===== config.mk =====
export PLATFORM = sky130hd
export DESIGN_NAME = serial_eeprom_bus_client
export DESIGN_NICKNAME = d
export VERILOG_FILES = /design/src/eeprom_client_pkg.sv /design/src/stream_if.sv /design/src/line_sync.sv /design/src/pair_buffer.sv /design/src/serial_eeprom_bus_client.sv
export SDC_FILE = /design/constraint.sdc
export NUM_CORES = 1
export LEC_CHECK = 0
export ABC_AREA = 0
export BUFFER_PORTS_ARGS = -buffer_cell sky130_fd_sc_hd__clkbuf_2
export CAP_MARGIN = 10
export CORE_MARGIN = 5
export CORE_UTILIZATION = 67
export CTS_CLUSTER_DIAMETER = 50
export CTS_CLUSTER_SIZE = 28
export DETAILED_ROUTE_END_ITERATION = 8
export PLACE_DENSITY = 0.85
export SLEW_MARGIN = 20
export SYNTH_ARGS = -nofsm -noshare
export SYNTH_HDL_FRONTEND = slang
export SYNTH_SLANG_ARGS = --single-unit

===== constraint.sdc =====
create_clock -name clk -period 7.6 [get_ports clk]
set_input_delay 1.52 -clock clk [delete_from_list [all_inputs] [get_ports clk]]
set_output_delay 1.52 -clock clk [all_outputs]
set_load 0.01 [all_outputs]

===== src/eeprom_client_pkg.sv =====
// Shared constants, types and state encodings for the two-wire EEPROM bus client.
// Assumes a single 200 MHz system clock and a synchronous active-high reset.
`default_nettype none
package eeprom_client_pkg;
  // Arbitrary neutral value; the real type code is set per product.
  localparam logic [3:0] DEVICE_TYPE_CODE = 4'h5;
  localparam int ADDR_W = 13;
  localparam int WR_W = ADDR_W + 8;
  localparam logic [5:0] PAGE_BYTES = 6'h20;
  localparam logic [3:0] BYTE_BITS = 4'h8;
  localparam logic [3:0] TX_LAST_BIT = 4'h7;
  localparam logic [1:0] PROT_TOP = 2'h3;
  localparam int TWC_MS = 5;
  localparam int CLK_MHZ = 200;
  localparam int TWC_CYCLES = TWC_MS * CLK_MHZ * 1000;
  typedef logic [ADDR_W-1:0] addr_t;
  typedef logic [7:0] byte_t;
  typedef enum logic [2:0] {
    ST_IDLE = 3'h0,
    ST_RX = 3'h1,
    ST_ACK = 3'h3,
    ST_TX = 3'h2,
    ST_RACK = 3'h6,
    ST_IGNORE = 3'h7
  } state_t;
  typedef enum logic [1:0] {
    K_CTRL = 2'h0,
    K_ADDR_HI = 2'h1,
    K_ADDR_LO = 2'h3,
    K_DATA = 2'h2
  } kind_t;
endpackage
`default_nettype wire


===== src/stream_if.sv =====
// Valid/ready stream carrying address and data words between the client's modules.
// Assumes source and sink share one clock.
`timescale 1ns/1ps
`default_nettype none
interface stream_if #(parameter int W = 21);
  logic valid;
  logic ready;
  logic [W-1:0] data;
  modport src(output valid, output data, input ready);
  modport snk(input valid, input data, output ready);
endinterface
`default_nettype wire


===== src/line_sync.sv =====
// Two-stage synchroniser with a third stage kept for edge detection.
// Assumes inputs are asynchronous to clk.
`timescale 1ns/1ps
`default_nettype none
module line_sync #(parameter int W = 2) (
  input wire logic clk,
  input wire logic sys_rst,
  input wire logic [W-1:0] din,
  output logic [W-1:0] dout,
  output logic [W-1:0] dprev
);
  logic [W-1:0] meta_q;
  logic [W-1:0] sync_q;
  logic [W-1:0] prev_q;

  // Reset to all ones so an idle bus does not look like an edge.
  always_ff @(posedge clk) begin
    if (sys_rst) begin
      meta_q <= '1;
      sync_q <= '1;
      prev_q <= '1;
    end else begin
      meta_q <= din;
      sync_q <= meta_q;
      prev_q <= sync_q;
    end
  end

  assign dout = sync_q;
  assign dprev = prev_q;
endmodule // line_sync
`default_nettype wire


===== src/pair_buffer.sv =====
// Small shift-register buffer with valid/ready on both sides; outputs come from flops.
// Assumes DEPTH is at least two.
`timescale 1ns/1ps
`default_nettype none
module pair_buffer #(parameter int WIDTH = 21, parameter int DEPTH = 2) (
  input wire logic clk,
  input wire logic sys_rst,
  stream_if.snk in_s,
  stream_if.src out_s
);
  logic [WIDTH-1:0] mem_q [DEPTH];
  logic [WIDTH-1:0] nxt [DEPTH];
  logic [DEPTH-1:0] full_q;
  logic [DEPTH-1:0] kept;
  logic [DEPTH-1:0] slot;
  logic pop;
  logic push;

  assign pop = full_q[0] & out_s.ready;
  assign push = in_s.valid & in_s.ready;
  assign in_s.ready = ~full_q[DEPTH-1];
  assign out_s.valid = full_q[0];
  assign out_s.data = mem_q[0];
  assign kept = pop ? {1'b0, full_q[DEPTH-1:1]} : full_q;
  // A new word lands in the first free slot after the shift.
  assign slot = {DEPTH{push}} & ~kept & {kept[DEPTH-2:0], 1'b1};

  always_comb begin
    for (int i = 0; i < DEPTH - 1; i++) begin
      nxt[i] = mem_q[i+1];
    end
    nxt[DEPTH-1] = mem_q[DEPTH-1];
  end

  always_ff @(posedge clk) begin
    if (sys_rst) begin
      full_q <= '0;
    end else begin
      full_q <= kept | slot;
    end
  end

  always_ff @(posedge clk) begin
    for (int i = 0; i < DEPTH; i++) begin
      if (sys_rst) begin
        mem_q[i] <= '0;
      end else if (slot[i]) begin
        mem_q[i] <= in_s.data;
      end else if (pop) begin
        mem_q[i] <= nxt[i];
      end
    end
  end
endmodule // pair_buffer
`default_nettype wire


===== src/serial_eeprom_bus_client.sv =====
// Two-wire bus client front end: Start/Stop detection, control byte decode,
// word address capture, page buffer, acknowledge and write-protect handling.
// Assumes the memory array sits outside: it answers reads one clock after the
// address changes and takes write words through a valid/ready port.
`timescale 1ns/1ps
`default_nettype none
module serial_eeprom_bus_client #(
  parameter int TWC_COUNT = eeprom_client_pkg::TWC_CYCLES,
  // Arbitrary neutral default for the device-type code.
  parameter logic [3:0] TYPE_CODE = eeprom_client_pkg::DEVICE_TYPE_CODE
) (
  input wire logic clk,
  input wire logic sys_rst,
  input wire logic scl_in,
  input wire logic sda_in,
  output wire logic sda_out,
  output wire logic sda_oe,
  input wire logic chip_select_pin_low,
  input wire logic chip_select_pin_mid,
  input wire logic chip_select_pin_high,
  input wire logic write_protect_in,
  output wire eeprom_client_pkg::addr_t mem_rd_addr,
  input wire eeprom_client_pkg::byte_t mem_rd_data,
  output wire logic mem_wr_valid,
  input wire logic mem_wr_ready,
  output wire eeprom_client_pkg::addr_t mem_wr_addr,
  output wire eeprom_client_pkg::byte_t mem_wr_data,
  output wire logic write_busy
);
  import eeprom_client_pkg::*;

  localparam int TW = $clog2(TWC_COUNT + 1);
  localparam logic [TW-1:0] TWC_LAST = TW'(TWC_COUNT - 1);

  logic [1:0] bus_s;
  logic [1:0] bus_p;
  logic [3:0] pin_s;
  logic scl_s, sda_s, scl_p, sda_p;
  logic scl_rise, scl_fall, start_ev, stop_ev;
  logic byte_end, ctrl_match, ack_now, data_take, wp_block;

  state_t state_q;
  kind_t kind_q;
  logic [3:0] bit_cnt_q;
  byte_t rx_q;
  byte_t tx_q;
  logic rw_q;
  logic host_ack_q;
  logic sda_oe_q;
  addr_t ptr_q;
  logic [4:0] start_off_q;
  logic [5:0] nbytes_q;
  logic pend_q;
  byte_t page_buf_q [32];

  logic busy_q;
  logic streaming_q;
  logic [4:0] wr_first_q;
  logic [5:0] wr_idx_q;
  logic [5:0] wr_n_q;
  logic [7:0] wr_page_q;
  logic [TW-1:0] wc_timer_q;
  logic [4:0] wr_slot;

  stream_if #(.W(WR_W)) wr_in ();
  stream_if #(.W(WR_W)) wr_out ();

  // Sampling both lines through synchronisers keeps Start/Stop detection glitch-free.
  line_sync #(.W(2)) bus_sync (
    .clk(clk),
    .sys_rst(sys_rst),
    .din({scl_in, sda_in}),
    .dout(bus_s),
    .dprev(bus_p)
  );

  line_sync #(.W(4)) pin_sync (
    .clk(clk),
    .sys_rst(sys_rst),
    .din({write_protect_in, chip_select_pin_high, chip_select_pin_mid, chip_select_pin_low}),
    .dout(pin_s),
    .dprev()
  );

  pair_buffer #(.WIDTH(WR_W), .DEPTH(2)) wr_buf (
    .clk(clk),
    .sys_rst(sys_rst),
    .in_s(wr_in.snk),
    .out_s(wr_out.src)
  );

  assign scl_s = bus_s[1];
  assign sda_s = bus_s[0];
  assign scl_p = bus_p[1];
  assign sda_p = bus_p[0];
  assign scl_rise = scl_s & ~scl_p;
  assign scl_fall = ~scl_s & scl_p;
  assign start_ev = scl_s & scl_p & sda_p & ~sda_s;
  assign stop_ev = scl_s & scl_p & ~sda_p & sda_s;

  assign byte_end = scl_fall && (state_q == ST_RX) && (bit_cnt_q == BYTE_BITS);
  assign ctrl_match = (rx_q[7:4] == TYPE_CODE) && (rx_q[3:1] == pin_s[2:0]);
  // A busy device stays silent even to its own control byte.
  assign ack_now = byte_end && ((kind_q != K_CTRL) || (ctrl_match && !busy_q));
  assign data_take = ack_now && (kind_q == K_DATA);
  assign wp_block = pin_s[3] && (ptr_q[12:11] == PROT_TOP);

  always_ff @(posedge clk) begin
    if (sys_rst) begin
      state_q <= ST_IDLE;
      kind_q <= K_CTRL;
      bit_cnt_q <= '0;
      rx_q <= '0;
      tx_q <= '0;
      rw_q <= 1'b0;
      host_ack_q <= 1'b0;
      sda_oe_q <= 1'b0;
      ptr_q <= '0;
      start_off_q <= '0;
      nbytes_q <= '0;
      pend_q <= 1'b0;
    end else if (start_ev) begin
      state_q <= ST_RX;
      kind_q <= K_CTRL;
      bit_cnt_q <= '0;
      sda_oe_q <= 1'b0;
      nbytes_q <= '0;
      pend_q <= 1'b0;
    end else if (stop_ev) begin
      state_q <= ST_IDLE;
      sda_oe_q <= 1'b0;
      pend_q <= 1'b0;
    end else begin
      case (state_q)
        ST_RX: begin
          if (scl_rise) begin
            rx_q <= {rx_q[6:0], sda_s};
            bit_cnt_q <= bit_cnt_q + 4'h1;
          end else if (byte_end) begin
            bit_cnt_q <= '0;
            if (ack_now) begin
              state_q <= ST_ACK;
              sda_oe_q <= 1'b1;
              case (kind_q)
                K_CTRL: begin
                  rw_q <= rx_q[0];
                  kind_q <= K_ADDR_HI;
                end
                K_ADDR_HI: begin
                  ptr_q[12:8] <= rx_q[4:0];
                  kind_q <= K_ADDR_LO;
                end
                K_ADDR_LO: begin
                  ptr_q[7:0] <= rx_q;
                  start_off_q <= rx_q[4:0];
                  kind_q <= K_DATA;
                end
                default: begin
                  ptr_q[4:0] <= ptr_q[4:0] + 5'h1;
                  nbytes_q <= (nbytes_q == PAGE_BYTES) ? nbytes_q : nbytes_q + 6'h1;
                  pend_q <= 1'b1;
                end
              endcase
            end else begin
              state_q <= ST_IGNORE;
            end
          end
        end
        ST_ACK: begin
          if (scl_fall) begin
            if (rw_q && kind_q == K_ADDR_HI) begin
              tx_q <= mem_rd_data;
              sda_oe_q <= ~mem_rd_data[7];
              bit_cnt_q <= '0;
              state_q <= ST_TX;
            end else begin
              sda_oe_q <= 1'b0;
              state_q <= ST_RX;
            end
          end
        end
        ST_TX: begin
          if (scl_fall) begin
            if (bit_cnt_q == TX_LAST_BIT) begin
              sda_oe_q <= 1'b0;
              state_q <= ST_RACK;
            end else begin
              tx_q <= {tx_q[6:0], 1'b0};
              sda_oe_q <= ~tx_q[6];
              bit_cnt_q <= bit_cnt_q + 4'h1;
            end
          end
        end
        ST_RACK: begin
          if (scl_rise) begin
            host_ack_q <= ~sda_s;
            ptr_q <= ptr_q + 13'h1;
          end else if (scl_fall) begin
            if (host_ack_q) begin
              tx_q <= mem_rd_data;
              sda_oe_q <= ~mem_rd_data[7];
              bit_cnt_q <= '0;
              state_q <= ST_TX;
            end else begin
              state_q <= ST_IGNORE;
            end
          end
        end
        ST_IDLE, ST_IGNORE: begin
          sda_oe_q <= 1'b0;
        end
        default: begin
          state_q <= ST_IDLE;
          sda_oe_q <= 1'b0;
        end
      endcase
    end
  end

  // Slots wrap inside the page, so an overlong write keeps only the newest bytes.
  always_ff @(posedge clk) begin
    for (int i = 0; i < 32; i++) begin
      if (sys_rst) begin
        page_buf_q[i] <= '0;
      end else if (data_take && ptr_q[4:0] == 5'(i)) begin
        page_buf_q[i] <= rx_q;
      end
    end
  end

  // Write protect is looked at only on the Stop edge; later toggles change nothing.
  // A stalled array can stretch the cycle past its budget, so mem_wr_ready must keep up.
  always_ff @(posedge clk) begin
    if (sys_rst) begin
      busy_q <= 1'b0;
      streaming_q <= 1'b0;
      wr_first_q <= '0;
      wr_idx_q <= '0;
      wr_n_q <= '0;
      wr_page_q <= '0;
      wc_timer_q <= '0;
    end else if (stop_ev && pend_q && !busy_q) begin
      if (!wp_block) begin
        busy_q <= 1'b1;
        streaming_q <= 1'b1;
        wr_first_q <= (nbytes_q == PAGE_BYTES) ? ptr_q[4:0] : start_off_q;
        wr_idx_q <= '0;
        wr_n_q <= nbytes_q;
        wr_page_q <= ptr_q[12:5];
        wc_timer_q <= '0;
      end
    end else if (busy_q) begin
      if (wc_timer_q != TWC_LAST) begin
        wc_timer_q <= wc_timer_q + TW'(1);
      end
      if (streaming_q && wr_in.ready) begin
        wr_idx_q <= wr_idx_q + 6'h1;
        if (wr_idx_q == wr_n_q - 6'h1) begin
          streaming_q <= 1'b0;
        end
      end
      if (wc_timer_q == TWC_LAST && !streaming_q && !wr_out.valid) begin
        busy_q <= 1'b0;
      end
    end
  end

  assign wr_slot = wr_first_q + wr_idx_q[4:0];
  assign wr_in.valid = streaming_q;
  assign wr_in.data = {wr_page_q, wr_slot, page_buf_q[wr_slot]};
  assign wr_out.ready = mem_wr_ready;

  // The pin is open drain, so the driven level is always low.
  assign sda_out = 1'b0;
  assign sda_oe = sda_oe_q;
  assign mem_rd_addr = ptr_q;
  assign mem_wr_valid = wr_out.valid;
  assign mem_wr_addr = wr_out.data[WR_W-1:8];
  assign mem_wr_data = wr_out.data[7:0];
  assign write_busy = busy_q;
endmodule // serial_eeprom_bus_client
`default_nettype wire


==> run metrics <==
CP Data Required Time=7970 ps; fin crit period=4140 ps; Rel. slew slack=24.9%; pre-CTS WS=3660 ps; most numerous cell in the Yosys netlist=edfxtp_1; RD Place Congestion=0.886; sequential power share=56.4%; worst skew pair latency=530 ps; synthesized area=0.0198 mm^2; fmax=241 MHz; TritonCTS clock tree=built; EDFF count, synth=298; Tot Pwr=4460 uW; worst setup margin=3460 ps; dpl cells=2117; placed wire-length estimate=29.4 mm; startpoint class of the critical path=flip-flop; r2r endpoint=wr_buf.mem_q[0][5]; final wirelength=46.6 mm; nets@finish=1800; vias in the first global route=13600; height of the die=182 um; clk slew on worst S/H paths=70 ps; Async S/R FF share, synth=0%; CP max FO=65; largest net degree at the start of global routing=80; sequential area share after synthesis=56.8%; Final setup viols=0; Yosys Warn Count=0; Post-Synthesis Cells=1782; Clk network pwr share=40.7%; Remaining DRCs=0; Slowest cell on crit path=clkinv_1; Worst Path Buf+Inv=3; initial antenna violation count=0; reg-to-reg critical path startpoint=wr_idx_q[0]; Hold Violations, Final=0; DR vias=13900; clock skew=14.7 ps; VDD IR max=0.170 mV; most frequent cells after synthesis=edfxtp_1 (298), and2_1 (270), mux2i_1 (172); Yosys top cell area share=45.2%; Horiz. Die Dim=182 um; Non-Filler Instances=2181; post-synthesis average cell area=11.1 um^2; Synth area leaders=edfxtp_1 (45%), dfxtp_1 (12%), mux2i_1 (8.7%), and2_1 (8.5%), nand3_1 (4.1%); share of layout cells above drive strength 1=10.8%; n_diodes=0; Synth Flop Type=edfxtp_1; pwr dens=209 mW/mm^2; post_cts resized=0; Initial Util=67.4%; initial detailed-routing violation count=1747; grt ovf=0; setup TNS=0 ps; # hold bufs at CTS=0; combinational share of power=2.9%; status=finished clean; Ports=55; Total Routing Usage GR=28.0%; LEAKAGE=0.00721 uW; clock sinks=413; Setup crit end kind=flip-flop; worst reg-to-reg path cell count=9; clock root buffer=clkbuf_16; Fin Hold WS=405 ps; cell taking the most area after synthesis=edfxtp_1; Inserted Clock Buffers=36; switch share=22.3%; Setup CP Type=flip-flop to flip-flop; num rows=63; Slew @ Worst Pin=1130 ps; post-CTS setup buffers=0; post-synth net total=1817; Hold/Removal Path Class=flip-flop to flip-flop; Slew Limit Fails=0; die area=0.0331 mm^2; total of max-cap violations=0; DR pass1 iterations=5; crit-path max cell delay=1010 ps; final period utilization=54.5%; I/O Buffers=53; wire per inst=21.4 um; CORE AREA=0.0294 mm^2; Netlist cell types=69; CTS H-tree depth=2; flop2flop setup slack=3460 ps; Worst path top cell family by delay=buffers and inverters; Yosys reg bits=413; Vias/cell=6.37; Syn-to-layout area delta=8.07%; DRT antenna net count=0; RSZ-0062 raised after global routing=no; CP arrival=4510 ps; Hold Path Depth=1; Hold Crit Start=pin_sync.meta_q[2]; end of the worst hold path=pin_sync.dout[2]; CTS max path bufs=3; Psw=994 uW; CP Cell Sequence=ha_2, buf_4, clkinv_1, buf_4, nand3_1, nand4_1, mux2i_1, mux2i_1, o21ai_0; global-route wire length before repair=74.1 mm; Internal=3470 uW
## placed cells by master, fill, tap and decap left out, types with 6 or more instances in the layout
cell and n:
dfxtp_1 110, nand2b_1 6, nor2_1 105, buf_4 13, a21oi_1 57, nor2b_1 10, nand2_1 107, clkbuf_16 38
xnor2_1 10, and3_1 13, a22o_1 12, edfxtp_1 298, o21ai_1 29, nor2_4 10, nor3_1 6, nand4_1 46
nor2_2 11, ha_1 16, a31oi_1 9, a211oi_1 11, o21ai_0 36, nor3b_1 6, or2_2 13, and2_1 270
inv_1 18, mux2i_1 172, xor2_1 30, clkbuf_2 53, nand3_1 164
## layout make-up
| class | instances | area, um^2 |
|---|---|---|
| clock buffers | 39 | 955 |
| clock inverters | 25 | 205 |
| fillers | 1941 | 8000 |
| inverters | 19 | 71.3 |
| multi-input cells | 1228 | 8050 |
| flip-flops and latches | 413 | 11300 |
| well taps | 390 | 488 |
| repair buffers | 67 | 383 |
## per-stage QoR
| step | utilization (%) | area (um^2) |
|---|---|---|
| after floorplan | - | 19800 |
| after global placement | 68.8 | 20200 |
| after detailed placement | 68.8 | 20200 |
| after CTS | 72.8 | 21400 |
| after global routing | 72.8 | 21400 |
| final | 72.8 | 21400 |
## worst max path at each step
| stage | startpoint | end | depth (start not counted) |
|---|---|---|---|
| after global routing | wr_idx_q[0] | wr_buf.mem_q[0][5] | 9 |
| after global placement | wr_idx_q[0] | wr_buf.mem_q[1][2] | 9 |
| after detailed placement | wr_idx_q[0] | wr_buf.mem_q[1][2] | 9 |
| after CTS | wr_idx_q[0] | wr_buf.mem_q[1][3] | 9 |
| after floorplan | sys_rst | wr_buf.mem_q[0][0] | 4 |
| final | wr_idx_q[0] | wr_buf.mem_q[0][5] | 9 |
## worst register-to-register path, stage by stage, from the launching register on
cell,delay (ps)
dfxtp_1,360
ha_2,350
buf_4,590
clkinv_1,1030
buf_4,590
nand3_1,170
nand4_1,160
mux2i_1,410
mux2i_1,160
o21ai_0,170
## kinds of logic after synthesis
logic type	count (synthesis)	share of synthesized area (%)
xor+xnor	44	2.02
mux	172	8.69
simple gates	800	22.3
buf+inv	141	2.90
other cells	1	0.0189
flops	413	56.8
compound gates	193	6.13
fa+ha+maj	18	1.18
## power groups by stage
stage	combinational [uW]	sequential (uW)	clock, uW
finish	130	2520	1820
global route	142	2520	1920
CTS	128	2520	1820
detailed placement	127	2570	0
global placement	123	2570	0
floorplan	85.1	2550	0
## metal layers
| metal | vias to the layer above | part of all wire (%) | track usage (%) |
|---|---|---|---|
| li1 | 6348 | - | - |
| met1 | 6693 | 41 | 39.4 |
| met2 | 729 | 47 | 44.8 |
| met3 | 132 | 9.0 | 4.87 |
| met4 | 0 | 3.4 | 9.16 |
| met5 | - | 0 | 0 |
## state kept, by name, summed over array words and instances, names as in the netlist, 3 cells and up
signal           count
pin_sync.meta_q      4
wr_idx_q             6
rx_q                 8
start_off_q          5
pin_sync.dout        4
mem_rd_addr         13
wr_buf.mem_q        42
wr_first_q           5
bit_cnt_q            4
state_q              3
wc_timer_q          20
wr_page_q            8
nbytes_q             6
page_buf_q         256
wr_n_q               6
tx_q                 7
Power figures use the tool's default switching activity.
